[src/rate_status_pkg.sv]
/*
  package for the rate configuration and result status block: offsets, field
  positions, reset values, codes and carrier structs.
  assumes nothing beyond a SystemVerilog-2012 compiler.
*/
`default_nettype none
package rate_status_pkg;

  localparam logic [9:0] RATE_CONFIG_CONTROL_ADDR = 10'h3F7;
  localparam int RATE_FIELD_LSB = 0;
  localparam int PRECOMP_BIT = 2;
  localparam logic [1:0] RATE_RESET_VALUE = 2'h2;
  localparam logic PRECOMP_RESET_VALUE = 1'h0;
  localparam logic DENSITY_RESET_VALUE = 1'h1;
  localparam logic [1:0] RATE_250K = 2'h2;
  localparam logic [1:0] RATE_300K = 2'h1;
  localparam int RECAL_STEP_LIMIT = 80;

  typedef enum logic [1:0] {
    MODE_AT = 2'h0,
    MODE_PS2 = 2'h1,
    MODE_M30 = 2'h3
  } reg_mode_t;

  typedef enum logic [1:0] {
    TERM_NORMAL = 2'h0,
    TERM_ABNORMAL = 2'h1,
    TERM_INVALID = 2'h2,
    TERM_POLLING = 2'h3
  } term_code_t;

  typedef enum logic [1:0] {
    CMD_IDLE = 2'h0,
    CMD_BUSY = 2'h1,
    CMD_DONE = 2'h3
  } cmd_state_t;

  // one-cycle event strobes from the command engine
  typedef struct packed {
    logic seekDone;
    logic recalStep;
    logic relSeekPastZero;
    logic sectorPastEnd;
    logic dataCmdEnd;
    logic crcFail;
    logic serviceLate;
    logic sectorMissing;
    logic idUnreadable;
    logic trackOrderBad;
    logic writeCmd;
    logic noIdMark;
    logic noDataMark;
  } cmd_events_t;

  typedef struct packed {
    logic endOfTrack;
    logic crcError;
    logic overrun;
    logic sectorNotFound;
    logic writeProtected;
    logic missingMark;
  } st1_flags_t;

endpackage
`default_nettype wire

[src/rate_config_reg.sv]
/*
  rate configuration control register: data rate field and precompensation
  disable flag, plus the density select output.
  assumes writes are qualified one-cycle strobes from the host decoder.
*/
`timescale 1ns/1ps
`default_nettype none
module rate_config_reg
  import rate_status_pkg::*;
(
  input wire logic clock,
  input wire logic reset_n,
  input wire logic writeStrobe,
  input wire logic [7:0] writeData,
  input wire reg_mode_t regMode,
  output logic [1:0] rateSelect,
  output logic precompDisable,
  output logic densitySelect
);

  typedef struct packed {
    logic [1:0] rate;
    logic precomp;
    logic density;
  } cfg_state_t;

  cfg_state_t state;
  cfg_state_t next_state;

  // software resets are not wired in: nothing here may react to them
  always_comb begin
    next_state = state;
    if (writeStrobe) begin
      next_state.rate = writeData[RATE_FIELD_LSB +: 2];
      if (regMode == MODE_M30) begin
        next_state.precomp = writeData[PRECOMP_BIT];
      end
    end
    // density follows the rate, high for the slow rates
    next_state.density = (next_state.rate == RATE_250K) || (next_state.rate == RATE_300K);
  end

  always_ff @(posedge clock or negedge reset_n) begin
    if (!reset_n) begin
      state <= '{RATE_RESET_VALUE, PRECOMP_RESET_VALUE, DENSITY_RESET_VALUE};
    end else begin
      state <= next_state;
    end
  end

  assign rateSelect = state.rate;
  assign precompDisable = state.precomp;
  assign densitySelect = state.density;

  a_rate_write: assert property (@(posedge clock) disable iff (!reset_n)
    writeStrobe |=> rateSelect == $past(writeData[1:0]))
    else $error("rate field did not take written value");
  a_precomp_mode: assert property (@(posedge clock) disable iff (!reset_n)
    writeStrobe && regMode != MODE_M30 |=> $stable(precompDisable))
    else $error("precomp flag changed outside third mode");

endmodule
`default_nettype wire

[src/recal_step_counter.sv]
/*
  counts step pulses of a recalibrate and flags a fault when track zero is
  not reached within the step limit.
  assumes start is a one-cycle pulse at the start of each command.
*/
`timescale 1ns/1ps
`default_nettype none
module recal_step_counter
  import rate_status_pkg::*;
#(
  parameter int STEP_LIMIT = RECAL_STEP_LIMIT
) (
  input wire logic clock,
  input wire logic reset_n,
  input wire logic start,
  input wire logic stepPulse,
  input wire logic trackZero,
  output logic fault
);

  initial begin
    if (STEP_LIMIT < 1 || STEP_LIMIT > 255) $error("STEP_LIMIT out of range");
  end

  typedef struct packed {
    logic [7:0] count;
    logic fault;
  } step_state_t;

  step_state_t state;
  step_state_t next_state;

  always_comb begin
    next_state = state;
    if (start) begin
      next_state = '0;
    end else if (stepPulse && !trackZero) begin
      if (state.count == 8'(STEP_LIMIT - 1)) begin
        next_state.fault = 1'b1;
      end else begin
        next_state.count = state.count + 8'h01;
      end
    end
  end

  always_ff @(posedge clock or negedge reset_n) begin
    if (!reset_n) begin
      state <= '0;
    end else begin
      state <= next_state;
    end
  end

  assign fault = state.fault;

endmodule
`default_nettype wire

[src/rate_result_status.sv]
/*
  top of the rate configuration and result status block: decodes the host
  write to the rate configuration control address, forms the rate status
  byte and the first two result status bytes.
  assumes the command engine supplies one-cycle event strobes, the current
  head and drive, and a start pulse for each new command.
*/
`timescale 1ns/1ps
`default_nettype none
module rate_result_status
  import rate_status_pkg::*;
#(
  parameter int STEP_LIMIT = RECAL_STEP_LIMIT
) (
  input wire logic clock,
  input wire logic reset_n,
  input wire logic softReset,
  input wire logic [9:0] hostAddr,
  input wire logic hostWrite,
  input wire logic [7:0] hostWriteData,
  input wire reg_mode_t regMode,
  input wire logic cmdStart,
  input wire logic cmdFinish,
  input wire term_code_t termCode,
  input wire cmd_events_t events,
  input wire logic headNumber,
  input wire logic [1:0] driveNumber,
  input wire logic trackZeroInput,
  input wire logic writeProtectInput,
  input wire logic terminalCountInput,
  output logic [1:0] rateSelect,
  output logic precompDisable,
  output logic densitySelectOutput,
  output logic [7:0] rateStatus,
  output logic [7:0] resultStatusZero,
  output logic [7:0] resultStatusOne,
  output logic resultValid
);

  ////////////////////////////////////////////////////////////////////////////

  function automatic logic hitAddr(input logic [9:0] addr, input logic [9:0] target);
    hitAddr = (addr == target);
  endfunction

  logic cfgWrite;
  logic [1:0] cfgRate;
  logic cfgPrecomp;
  logic cfgDensity;
  logic recalFault;

  assign cfgWrite = hostWrite && hitAddr(hostAddr, RATE_CONFIG_CONTROL_ADDR);

  // upper data bits are assumed zero from the host and are simply dropped
  rate_config_reg u_cfg (
    .clock(clock),
    .reset_n(reset_n),
    .writeStrobe(cfgWrite),
    .writeData(hostWriteData),
    .regMode(regMode),
    .rateSelect(cfgRate),
    .precompDisable(cfgPrecomp),
    .densitySelect(cfgDensity)
  );

  recal_step_counter #(
    .STEP_LIMIT(STEP_LIMIT)
  ) u_steps (
    .clock(clock),
    .reset_n(reset_n),
    .start(cmdStart),
    .stepPulse(events.recalStep),
    .trackZero(trackZeroInput),
    .fault(recalFault)
  );

  ////////////////////////////////////////////////////////////////////////////

  typedef struct packed {
    cmd_state_t cmd;
    logic seekEnd;
    logic equipFault;
    st1_flags_t flags;
    logic [7:0] statusZero;
    logic [7:0] statusOne;
    logic valid;
    logic [7:0] rateByte;
    logic [1:0] rateOut;
    logic precompOut;
    logic densityOut;
    logic wpPrev;
  } top_state_t;

  top_state_t state;
  top_state_t next_state;

  always_comb begin
    next_state = state;
    next_state.wpPrev = writeProtectInput;
    // mirrors of the config register, one flop deep so outputs stay registered
    next_state.rateOut = cfgRate;
    next_state.precompOut = cfgPrecomp;
    next_state.densityOut = cfgDensity;
    next_state.rateByte = 8'h00;
    next_state.rateByte[1:0] = cfgRate;
    if (regMode == MODE_M30) begin
      next_state.rateByte[PRECOMP_BIT] = cfgPrecomp;
    end
    unique case (state.cmd)
      CMD_IDLE, CMD_DONE: begin
        if (cmdStart) begin
          next_state.cmd = CMD_BUSY;
          next_state.seekEnd = 1'b0;
          next_state.equipFault = 1'b0;
          next_state.flags = '0;
          next_state.valid = 1'b0;
        end
      end
      CMD_BUSY: begin
        if (events.seekDone) next_state.seekEnd = 1'b1;
        if (events.relSeekPastZero) next_state.equipFault = 1'b1;
        if (events.sectorPastEnd) next_state.flags.endOfTrack = 1'b1;
        if (events.dataCmdEnd && !terminalCountInput) begin
          next_state.flags.endOfTrack = 1'b1;
        end
        if (events.crcFail) next_state.flags.crcError = 1'b1;
        if (events.serviceLate) next_state.flags.overrun = 1'b1;
        if (events.sectorMissing || events.idUnreadable || events.trackOrderBad) begin
          next_state.flags.sectorNotFound = 1'b1;
        end
        if (events.writeCmd && writeProtectInput && !state.wpPrev) begin
          next_state.flags.writeProtected = 1'b1;
        end
        if (events.noIdMark || events.noDataMark) begin
          next_state.flags.missingMark = 1'b1;
        end
        if (cmdFinish) begin
          next_state.cmd = CMD_DONE;
          next_state.valid = 1'b1;
          next_state.statusZero = {termCode, next_state.seekEnd,
            next_state.equipFault | recalFault, 1'b0, headNumber, driveNumber};
          next_state.statusOne = {next_state.flags.endOfTrack, 1'b0,
            next_state.flags.crcError, next_state.flags.overrun, 1'b0,
            next_state.flags.sectorNotFound, next_state.flags.writeProtected,
            next_state.flags.missingMark};
        end
      end
      default: begin
        next_state.cmd = CMD_IDLE;
      end
    endcase
    // software reset aborts the command but never touches rate or density
    if (softReset) begin
      next_state.cmd = CMD_IDLE;
      next_state.valid = 1'b0;
    end
  end

  always_ff @(posedge clock or negedge reset_n) begin
    if (!reset_n) begin
      state <= '{cmd: CMD_IDLE, seekEnd: 1'b0, equipFault: 1'b0, flags: '0,
        statusZero: 8'h00, statusOne: 8'h00, valid: 1'b0, rateByte: 8'h02,
        rateOut: RATE_RESET_VALUE, precompOut: PRECOMP_RESET_VALUE,
        densityOut: DENSITY_RESET_VALUE, wpPrev: 1'b0};
    end else begin
      state <= next_state;
    end
  end

  assign rateSelect = state.rateOut;
  assign precompDisable = state.precompOut;
  assign densitySelectOutput = state.densityOut;
  assign rateStatus = state.rateByte;
  assign resultStatusZero = state.statusZero;
  assign resultStatusOne = state.statusOne;
  assign resultValid = state.valid;

  ////////////////////////////////////////////////////////////////////////////

  a_zero_unused: assert property (@(posedge clock) disable iff (!reset_n)
    resultStatusZero[3] == 1'b0 && resultStatusOne[6] == 1'b0
      && resultStatusOne[3] == 1'b0)
    else $error("unused status bit is set");
  a_term_code: assert property (@(posedge clock) disable iff (!reset_n)
    state.cmd == CMD_BUSY && cmdFinish && !softReset |=> resultStatusZero[7:6] == $past(termCode))
    else $error("termination code mismatch");
  a_head_drive: assert property (@(posedge clock) disable iff (!reset_n)
    state.cmd == CMD_BUSY && cmdFinish && !softReset
      |=> resultStatusZero[2:0] == $past({headNumber, driveNumber}))
    else $error("head or drive mismatch");
  a_crc_flag: assert property (@(posedge clock) disable iff (!reset_n)
    state.cmd == CMD_BUSY && events.crcFail && !cmdStart && !softReset
      ##1 (state.cmd == CMD_BUSY && cmdFinish && !softReset) |=> resultStatusOne[5])
    else $error("crc error flag lost");
  a_eot_no_tc: assert property (@(posedge clock) disable iff (!reset_n)
    state.cmd == CMD_BUSY && events.dataCmdEnd && !terminalCountInput && cmdFinish
      && !softReset |=> resultStatusOne[7])
    else $error("end of track not set without terminal count");
  a_clear_start: assert property (@(posedge clock) disable iff (!reset_n)
    state.cmd != CMD_BUSY && cmdStart && !softReset |=> state.flags == '0 && !resultValid)
    else $error("flags not cleared at command start");
  a_precomp_read: assert property (@(posedge clock) disable iff (!reset_n)
    regMode == MODE_M30 ##1 regMode == MODE_M30 |-> rateStatus[2] == $past(cfgPrecomp))
    else $error("precomp readback wrong");
  a_soft_keep: assert property (@(posedge clock) disable iff (!reset_n)
    softReset && !cfgWrite ##1 !cfgWrite |=> $stable(rateSelect) && $stable(densitySelectOutput))
    else $error("soft reset disturbed rate or density");
  a_seek_flag: assert property (@(posedge clock) disable iff (!reset_n)
    state.cmd == CMD_BUSY && events.seekDone && cmdFinish && !softReset
      |=> resultStatusZero[5])
    else $error("seek end flag missing");

endmodule
`default_nettype wire

[config.mk]
export PLATFORM = sky130hd
export DESIGN_NAME = rate_result_status
export DESIGN_NICKNAME = d
export VERILOG_FILES = /design/src/rate_status_pkg.sv /design/src/rate_config_reg.sv /design/src/recal_step_counter.sv /design/src/rate_result_status.sv
export SDC_FILE = /design/constraint.sdc
export NUM_CORES = 1
export LEC_CHECK = 0
export BUFFER_PORTS_ARGS = -buffer_cell sky130_fd_sc_hd__buf_2
export CAP_MARGIN = 30
export CORE_UTILIZATION = 49
export CTS_CLUSTER_SIZE = 8
export DETAILED_ROUTE_END_ITERATION = 7
export PLACE_DENSITY = 0.9
export SLEW_MARGIN = 10
export SYNTH_ARGS = -nofsm -noshare
export SYNTH_HDL_FRONTEND = slang
export SYNTH_SLANG_ARGS = --single-unit
[constraint.sdc]
create_clock -name clock -period 2.07 [get_ports clock]
set_clock_uncertainty 0.1 [all_clocks]
set_input_delay 0.207 -clock clock [delete_from_list [all_inputs] [get_ports clock]]
set_output_delay 0.207 -clock clock [all_outputs]
set_load 0.02 [all_outputs]
==> results of run 1 <==
per-stage QoR:
| stage | hold slack, ns | std cells | cell area [sq um] | worst slack, ns |
|---|---|---|---|---|
| finish | 0.04038 | 304 | 2439 | 0.3678 |
| global route | 0.02955 | 304 | 2439 | 0.3088 |
| CTS | 0.03272 | 304 | 2439 | 0.3649 |
| detailed placement | 0.1609 | 293 | 2296 | 0.3765 |
| global placement | 0.1516 | 293 | 2296 | 0.4318 |
| floorplan | -0.1886 | 209 | 2120 | 0.5065 |
cell type report:
class	instances	share of cell area [%]
inverters	6	0.9236
flip-flops and latches	43	44.33
multi-input cells	128	32.38
clock inverters	3	1.796
well taps	50	2.565
repair buffers	69	15.19
clock buffers	5	2.822
cell families after synthesis:
group           share of synthesized area [%]
simple gates                            15.00
compound gates                          12.85
flops                                   51.64
buf+inv                                 11.89
mux                                     5.798
fa+ha+maj                               1.793
xor+xnor                               0.8370
other cells                            0.1791
metal layers:
| metal | part of all wire, % | GRT usage, % | vias to the layer above |
|---|---|---|---|
| li1 | - | - | 774 |
| met5 | 0 | 0 | - |
| met1 | 42 | 19.09 | 730 |
| met4 | 1.1 | 6.915 | 0 |
| met3 | 4.8 | 4.223 | 5 |
| met2 | 52 | 31.37 | 55 |
flip-flops by register name, summed over array words and instances (netlist names):
name and cells:
resultStatusZero 7, u_cfg.precompDisable 1, precompDisable 1, rateStatus 2, u_cfg.rateSelect 2, u_steps.fault 1, resultValid 1, rateSelect 1
densitySelectOutput 1, u_steps.state 8, resultStatusOne 6, state 11, u_cfg.densitySelect 1
synthesized netlist by cell type (all sizes together):
master   n  area (sq um)
dfrtp   39         975.9
buf     28         211.5
a21oi   26         130.1
nor2    14         52.55
nand2   12         45.04
o21ai   11         55.05
mux2     9         101.4
inv      6         22.52
nand2b   5         38.78
nor3     5         25.02
clkbuf   4         15.01
dfstp    4         105.1
or4      4         30.03
a211oi   3         22.52
ha       3         37.54
nand3    3         15.01
nand4    3         18.77
o31ai    3         22.52
and3     2         12.51
mux2i    2         20.02
xnor2    2         17.52
a21boi   1         7.510
a21o     1         7.510
a311oi   1         8.760
a31oi    1         6.260
a41oi    1         8.760
and2b    1         8.760
and3b    1         8.760
conb     1         3.750
nand3b   1         7.510
nand4b   1         8.760
nor2b    1         6.260
nor4     1         6.260
nor4b    1         23.77
or3      1         6.260
power groups by stage:
stage | registers, mW | clock network (mW) | logic, mW
2_1_floorplan | 1.08 | 0 | 0.560
3_3_place_gp | 1.09 | 0 | 0.588
3_5_place_dp | 1.10 | 0 | 0.605
4_1_cts | 1.08 | 0.661 | 0.613
5_1_grt | 1.10 | 0.696 | 0.673
6_report | 1.08 | 0.644 | 0.605
worst min-delay path by stage:
| stage | cells past startpoint | slack [ns] | startpoint | to |
|---|---|---|---|---|
| floorplan | 0 | -0.19 | reset_n | precompDisable |
| CTS | 2 | 0.03 | termCode[0] | resultStatusZero[6] |
| detailed placement | 1 | 0.16 | reset_n | resultStatusZero[2] |
| finish | 2 | 0.04 | termCode[0] | resultStatusZero[6] |
| global placement | 1 | 0.15 | reset_n | resultStatusZero[1] |
| global route | 2 | 0.03 | termCode[0] | resultStatusZero[6] |
timing repair:
| action | CTS | global route |
|---|---|---|
| endpoints found under the hold margin | 30 | 0 |
| hold buffers | 3 | 0 |
| endpoints found under the setup margin | 0 | 0 |
==> flow_summary.toml, run 1 <==
[status]
status = "finished, final reports clean"

[global_route]
grt_pass1_wl_microns = 5747
grt_max_degree = 29
grt_pass1_vias = 1399
grt_overflow = 0
antenna_found_initial = 0
grtUsageTotal_pct = 17.26

[critical_path]
crit_cells = 4
cp-start-kind = "register"
worst-r2r-cell-count = 4
slowest_stage = "dfrtp_1"
cp_max_fo = 5
startpoint = "u_steps.state[1]"
arrival_ns = 1.78
r2r_setup_slack_ns = 0.37
crit_family = "flip-flops"
max_stage_delay_ns = 0.43
worstSetupPathType = "reg -> reg"
crit_end = "u_steps.state[1]"
worst-path-buf-inv = 0
endpoint_kind = "register"
worst_r2r_endpoint = "u_steps.state[1]"
crit_path_cell_trace = "ha_1 -> and3_1 -> a21oi_1 -> mux2_2"
timing.rr.start = "u_steps.state[1]"
cp.required_ns = 2.15

[placement]
dp_hpwl_microns = 2738
io_buffers = 62
gp_congestion = 0.7507

[power]
power.density_mw_per_mm2 = 954.2
seqPwrFrac_pct = 46.3
power_mw = 2.327
power.internal_mw = 1.591
power_frac_comb_pct = 26.0
peakVddDrop_mv = 0.3956
p_leak_nw = 1.191
p_switching_uw = 735.5
swShare_pct = 31.61
clkPwrFrac_pct = 27.7

[sta]
rsz0062_at_grt = "no"
hold_violations = 0
slew_violations = 0
finalSetupViolations = 0
min_period_ns = 1.702
period_share_pct = 82.23
slew_headroom_pct = 59.64
fmax_ghz = 0.5875
worst_slew_pin_slew_ns = 0.6054
fin_setup_tns_ns = 0

[synthesis]
yosysUniqueCellTypes = 38
synth-seq-area-share_pct = 51.64
avgSynthCellArea_sq_um = 10.36
syn-instance-count = 202
syn_area_sq_mm = 0.002093
ys_warn_count = 0
ys_seq_elements = 43

[clocking]
cts.htree.levels = 2
cts_tree = "built"
cts_buffer_depth = 2
postCtsResizedCells = 0
clk_pin_slew_ns = 0.08
root_buffer = "clkbuf_8"
cts_buffers = 5
clk_latency_ns = 0.29
clock_sinks = 43
post-cts-setup-buffers = 0

[floorplanning]
die_h_microns = 67.36
core_area_sq_mm = 0.004058
io_pins = 76
die_width_microns = 67.36
fp.dieArea_sq_mm = 0.004537
rows = 23
start_util_pct = 51.59

[cells_and_area]
layout_common_cells = "buf_2, dfrtp_1, a21oi_1"
diodes = 0
drive_above_1_share_pct = 35.43
final_common_cell = "buf_2"
nets = 303
multi_input_area_sq_um = 789.5
postLayoutCoreUtil_pct = 60.10
area_growth_pct = 16.50
num-fill-cells = 356
final-seq-area_sq_mm = 0.001081

[detailed_routing]
drtIter0Drc = 73
vias_per_cell = 5.145
drt-pass1-iter-count = 6
antenna_left = 0
drc = 0
wl_microns = 3644
wl_per_cell_microns = 11.99
num_vias = 1564

[worst_hold_path]
min_path_type = "in -> reg"

[run]
maxCapViolations = 0
Power figures use the tool's default switching activity.
==> run 2, diff against run 1 <==
clock period = 1.8 ns   (was 2.07 ns; I/O delays follow)
==> flow_summary.toml, run 2 (synthesized netlist as in run 1, its figures left out) <==
[status]
status = "finished, final reports clean"

[cells_and_area]
diodes = 0
largest_reg_flops = 11
area_growth_pct = 17.93
nets = 306
num-fill-cells = 344
largest-register = "state"
drive_above_1_share_pct = 35.80
postLayoutCoreUtil_pct = 60.84
layout_common_cells = "buf_2, dfrtp_1, a21oi_1"
final_common_cell = "buf_2"
final_area_sq_mm = 0.002469

[global_route]
antenna_found_initial = 0
gr-usage-met2_pct = 30.63
grt_pass1_wl_microns = 5761
grt_overflow = 0
top_usage_layer = "met2"
grt_use_met3_pct = 5.574
grt_pass1_vias = 1331
grt_max_degree = 19
grtUsageTotal_pct = 17.50
grt.met1_usage_pct = 20.45

[clocking]
cts_buffers = 5
clk_pin_slew_ns = 0.08
clk_latency_ns = 0.30
root_buffer = "clkbuf_8"
clock_sinks = 43
cts.htree.levels = 2
post-cts-setup-buffers = 0
cts_buffer_depth = 2
cts_tree = "built"

[critical_path]
crit_cells = 4
crit_family = "flip-flops"
worst-r2r-cell-count = 4
cp_max_fo = 5
endpoint_kind = "register"
cp-start-kind = "register"
crit_path_cell_trace = "ha_1 -> and3_1 -> a21oi_1 -> mux2_2"
arrival_ns = 1.78
worstSetupPathType = "reg -> reg"
max_stage_delay_ns = 0.43
worst-path-buf-inv = 0
slowest_stage = "dfrtp_1"
cp.required_ns = 1.88

[detailed_routing]
antenna_left = 0
vias_per_cell = 5.160
drc = 0
num_vias = 1584
drt-pass1-iter-count = 4
wl_per_cell_microns = 12.31
drtIter0Drc = 76
wl_microns = 3779

[sta]
fin_setup_tns_ns = 0
hold_violations = 0
min_period_ns = 1.702
holdWs_ns = 0.01497
period_share_pct = 94.58
slew_violations = 0
rsz0062_at_grt = "no"
fmax_ghz = 0.5874
finalSetupViolations = 0
setup_slack_ns = 0.09761

[power]
p_leak_nw = 1.204
peakVddDrop_mv = 0.4047
power.density_mw_per_mm2 = 1092

[run]
maxCapViolations = 0

[placement]
gp_congestion = 0.7846
placed_area_sq_mm = 0.002303
dp_hpwl_microns = 2749
place_ws_ns = 0.1161
io_buffers = 62

[floorplanning]
die_width_microns = 67.36
io_pins = 76
fp.dieArea_sq_mm = 0.004537
rows = 23
start_util_pct = 51.59
core_area_sq_mm = 0.004058
die_h_microns = 67.36

[worst_hold_path]
min_path_type = "in -> reg"
hold_depth = 2
-- run 2: cell count changes in the layout (fill, tap and decap cells not counted), sizes merged --
cell	change
buf	+1
dlygate4sd3	+2
-- run 2: metrics by stage --
stage | total power, mW | std cells
final | 2.697 | 307
after global routing | 2.863 | 307
after CTS | 2.727 | 307
after detailed placement | 1.967 | 294
after global placement | 1.931 | 294
after floorplan | 1.890 | 209
-- run 2: what timing repair did --
| item | in CTS | in global routing |
|---|---|---|
| setup endpoints to repair | 0 | 1 |
| gates resized for setup | 0 | 1 |
| hold buffers | 5 | 0 |
| hold endpoints to repair | 22 | 0 |
-- run 2: path summary, 6_finish.rpt --
path                       slack (ns)                start                  end
setup / recovery                  0.1     u_steps.state[1]     u_steps.state[1]
hold / removal                   0.01           headNumber  resultStatusZero[2]
setup reg to reg                  0.1     u_steps.state[1]     u_steps.state[1]
hold reg to reg                  0.26  u_cfg.densitySelect  densitySelectOutput
max in group asynchronous        0.77              reset_n  densitySelectOutput
min in group asynchronous        0.25              reset_n  resultStatusZero[1]
-- run 2: report_power, final --
part | internal (mW) | switching, mW
clock | 0.413 | 0.329
sequential | 1.15 | 0.0962
combinational | 0.279 | 0.434
-- run 2: cell type report --
cell class                      instances  area, sq um  share of cell area [%]
Multi-Input combinational cell        128        792.0                   32.08
Clock buffer                            5        68.82                   2.788
Sequential cell                        43         1081                   43.79
Clock inverter                          3        43.79                   1.774
Timing Repair Buffer                   72        397.9                   16.12
Tap cell                               50        62.56                   2.534
Inverter                                6        22.52                  0.9123
-- run 2: routing by layer --
metal	share of wire, %	wire length (microns)
met4	0.79	30
met5	0	0
met3	5.5	209
met2	50	1902
met1	43	1636
==> run 3, diff against run 2 <==
CORE_UTILIZATION = 44   (was 49)
PLACE_DENSITY = 0.86   (was 0.9)
TNS_END_PERCENT = 1   (was not set)
clock period = 1.4 ns   (was 1.8 ns; I/O delays follow)
==> flow_summary.toml, run 3 (synthesized netlist as in run 1, its figures left out) <==
[clocking]
root_buffer = "clkbuf_8"
cts_tree = "built"
clk_pin_slew_ns = 0.08
clock_sinks = 43
cts_buffer_depth = 2
cts.htree.levels = 2
clk_latency_ns = 0.29
cts_buffers = 5

[status]
violations = "design-rule violations, negative setup slack"
status = "finished, violations left"

[detailed_routing]
num_vias = 1675
wl_per_cell_microns = 12.67
drtIter0Drc = 54
antenna_left = 0
drc = 7
drt-pass1-iter-count = 6
wl_microns = 4195
vias_per_cell = 5.060

[sta]
finalSetupViolations = 6
rsz0062_at_grt = "yes"
period_share_pct = 103.2
slew_violations = 0
fmax_ghz = 0.6922
min_period_ns = 1.445
setup_slack_ns = -0.04461
hold_violations = 0

[cells_and_area]
nets = 329
drive_above_1_share_pct = 45.16
postLayoutCoreUtil_pct = 62.61
diodes = 0
largest-register = "state"
final_area_sq_mm = 0.002801
num-fill-cells = 347
stdcell_count = 331
area_growth_pct = 33.83
largest_reg_flops = 11
layout_common_cells = "buf_2, dfrtp_1, a21oi_1"
final_common_cell = "buf_2"

[worst_hold_path]
min_path_type = "in -> reg"
hold_depth = 2

[global_route]
gr-usage-met2_pct = 31.41
grt_use_met3_pct = 5.698
antenna_found_initial = 0
grt.met1_usage_pct = 20.13
grtUsageTotal_pct = 17.25
grt_pass1_wl_microns = 6844
grt_overflow = 0
grt_pass1_vias = 1624
top_usage_layer = "met2"
grt_max_degree = 19

[critical_path]
arrival_ns = 1.56
cp_max_fo = 4
worst-r2r-cell-count = 4
endpoint_kind = "register"
cp.required_ns = 1.52
cp-start-kind = "register"
worstSetupPathType = "reg -> reg"

[power]
p_leak_nw = 1.344
power_mw = 3.583
power.density_mw_per_mm2 = 1279
peakVddDrop_mv = 0.9672

[floorplanning]
io_pins = 76
core_area_sq_mm = 0.004474
rows = 24
die_width_microns = 70.98
start_util_pct = 46.78
die_h_microns = 70.98
fp.dieArea_sq_mm = 0.005037

[placement]
gp_congestion = 0.7067
dp.cells = 311
dp_hpwl_microns = 2942
place_ws_ns = -0.06036
io_buffers = 62
placed_area_sq_mm = 0.002459

[run]
maxCapViolations = 0
==> run 3: cell count changes in the layout (fill, tap and decap cells not counted), sizes merged <==
cell,delta
buf,+16
clkbuf,+1
clkinv,-2
dlygate4sd3,+7
==> run 3: metal layers <==
layer | up-vias | part of all wire [%]
met5 | - | 0
met4 | 0 | 0.62
met3 | 6 | 4.5
met2 | 59 | 50
met1 | 785 | 45
li1 | 825 | -
==> run 3: final timing paths <==
kind / slack (ns) / start / end
max in group asynchronous: 0.52 / reset_n / u_steps.state[6]
worst min-delay path: 0.02 / hostWriteData[1] / u_cfg.rateSelect[1]
worst max-delay path: -0.04 / u_steps.state[1] / u_steps.state[5]
worst max register to register: -0.04 / u_steps.state[1] / u_steps.state[5]
worst min register to register: 0.26 / u_cfg.densitySelect / densitySelectOutput
min in group asynchronous: 0.18 / reset_n / resultStatusZero[5]
==> run 3: what timing repair did <==
item | 4_1_cts | 5_1_grt
buffers inserted | 0 | 1
pin swaps | 6 | 3
gates cloned | 0 | 0
resized for setup | 4 | 22
endpoints found under the hold margin | 51 | 0
hold buffers | 12 | 0
endpoints found under the setup margin | 30 | 24
==> run 3: area by class of cell <==
type / count / area (sq um) / share of cell area, %
sequential: 43 / 1081 / 38.59
tap: 52 / 65.06 / 2.322
timing repair buffer: 95 / 615.6 / 21.97
clock inverter: 1 / 30.03 / 1.072
inverter: 6 / 22.52 / 0.8039
multi-input combinational: 128 / 914.6 / 32.65
clock buffer: 6 / 72.57 / 2.590
==> run 3: critical path: stages (launching register included) <==
cell and delay (ns):
dfrtp_1 0.40, ha_4 0.17, nand3_4 0.08, or4_4 0.50, a21oi_2 0.12
==> run 3: metrics by stage <==
step                      setup TNS (ns)  hold slack [ns]
final                            -0.1898          0.01965
after global routing              -1.082         0.008041
after CTS                        -0.3526          0.01175
after detailed placement         -0.7065         -0.04295
after global placement           -0.1217         -0.04302
after floorplan                  -0.1455          -0.2556
==> run 3: where the power goes <==
part / switching, mW / total [mW] / leakage (nW) / internal (mW)
Sequential: 0.130 / 1.60 / 0.551 / 1.47
Clock: 0.398 / 0.921 / 0.0513 / 0.523
Combinational: 0.604 / 1.06 / 0.742 / 0.455
Total: 1.13 / 3.58 / 1.34 / 2.45
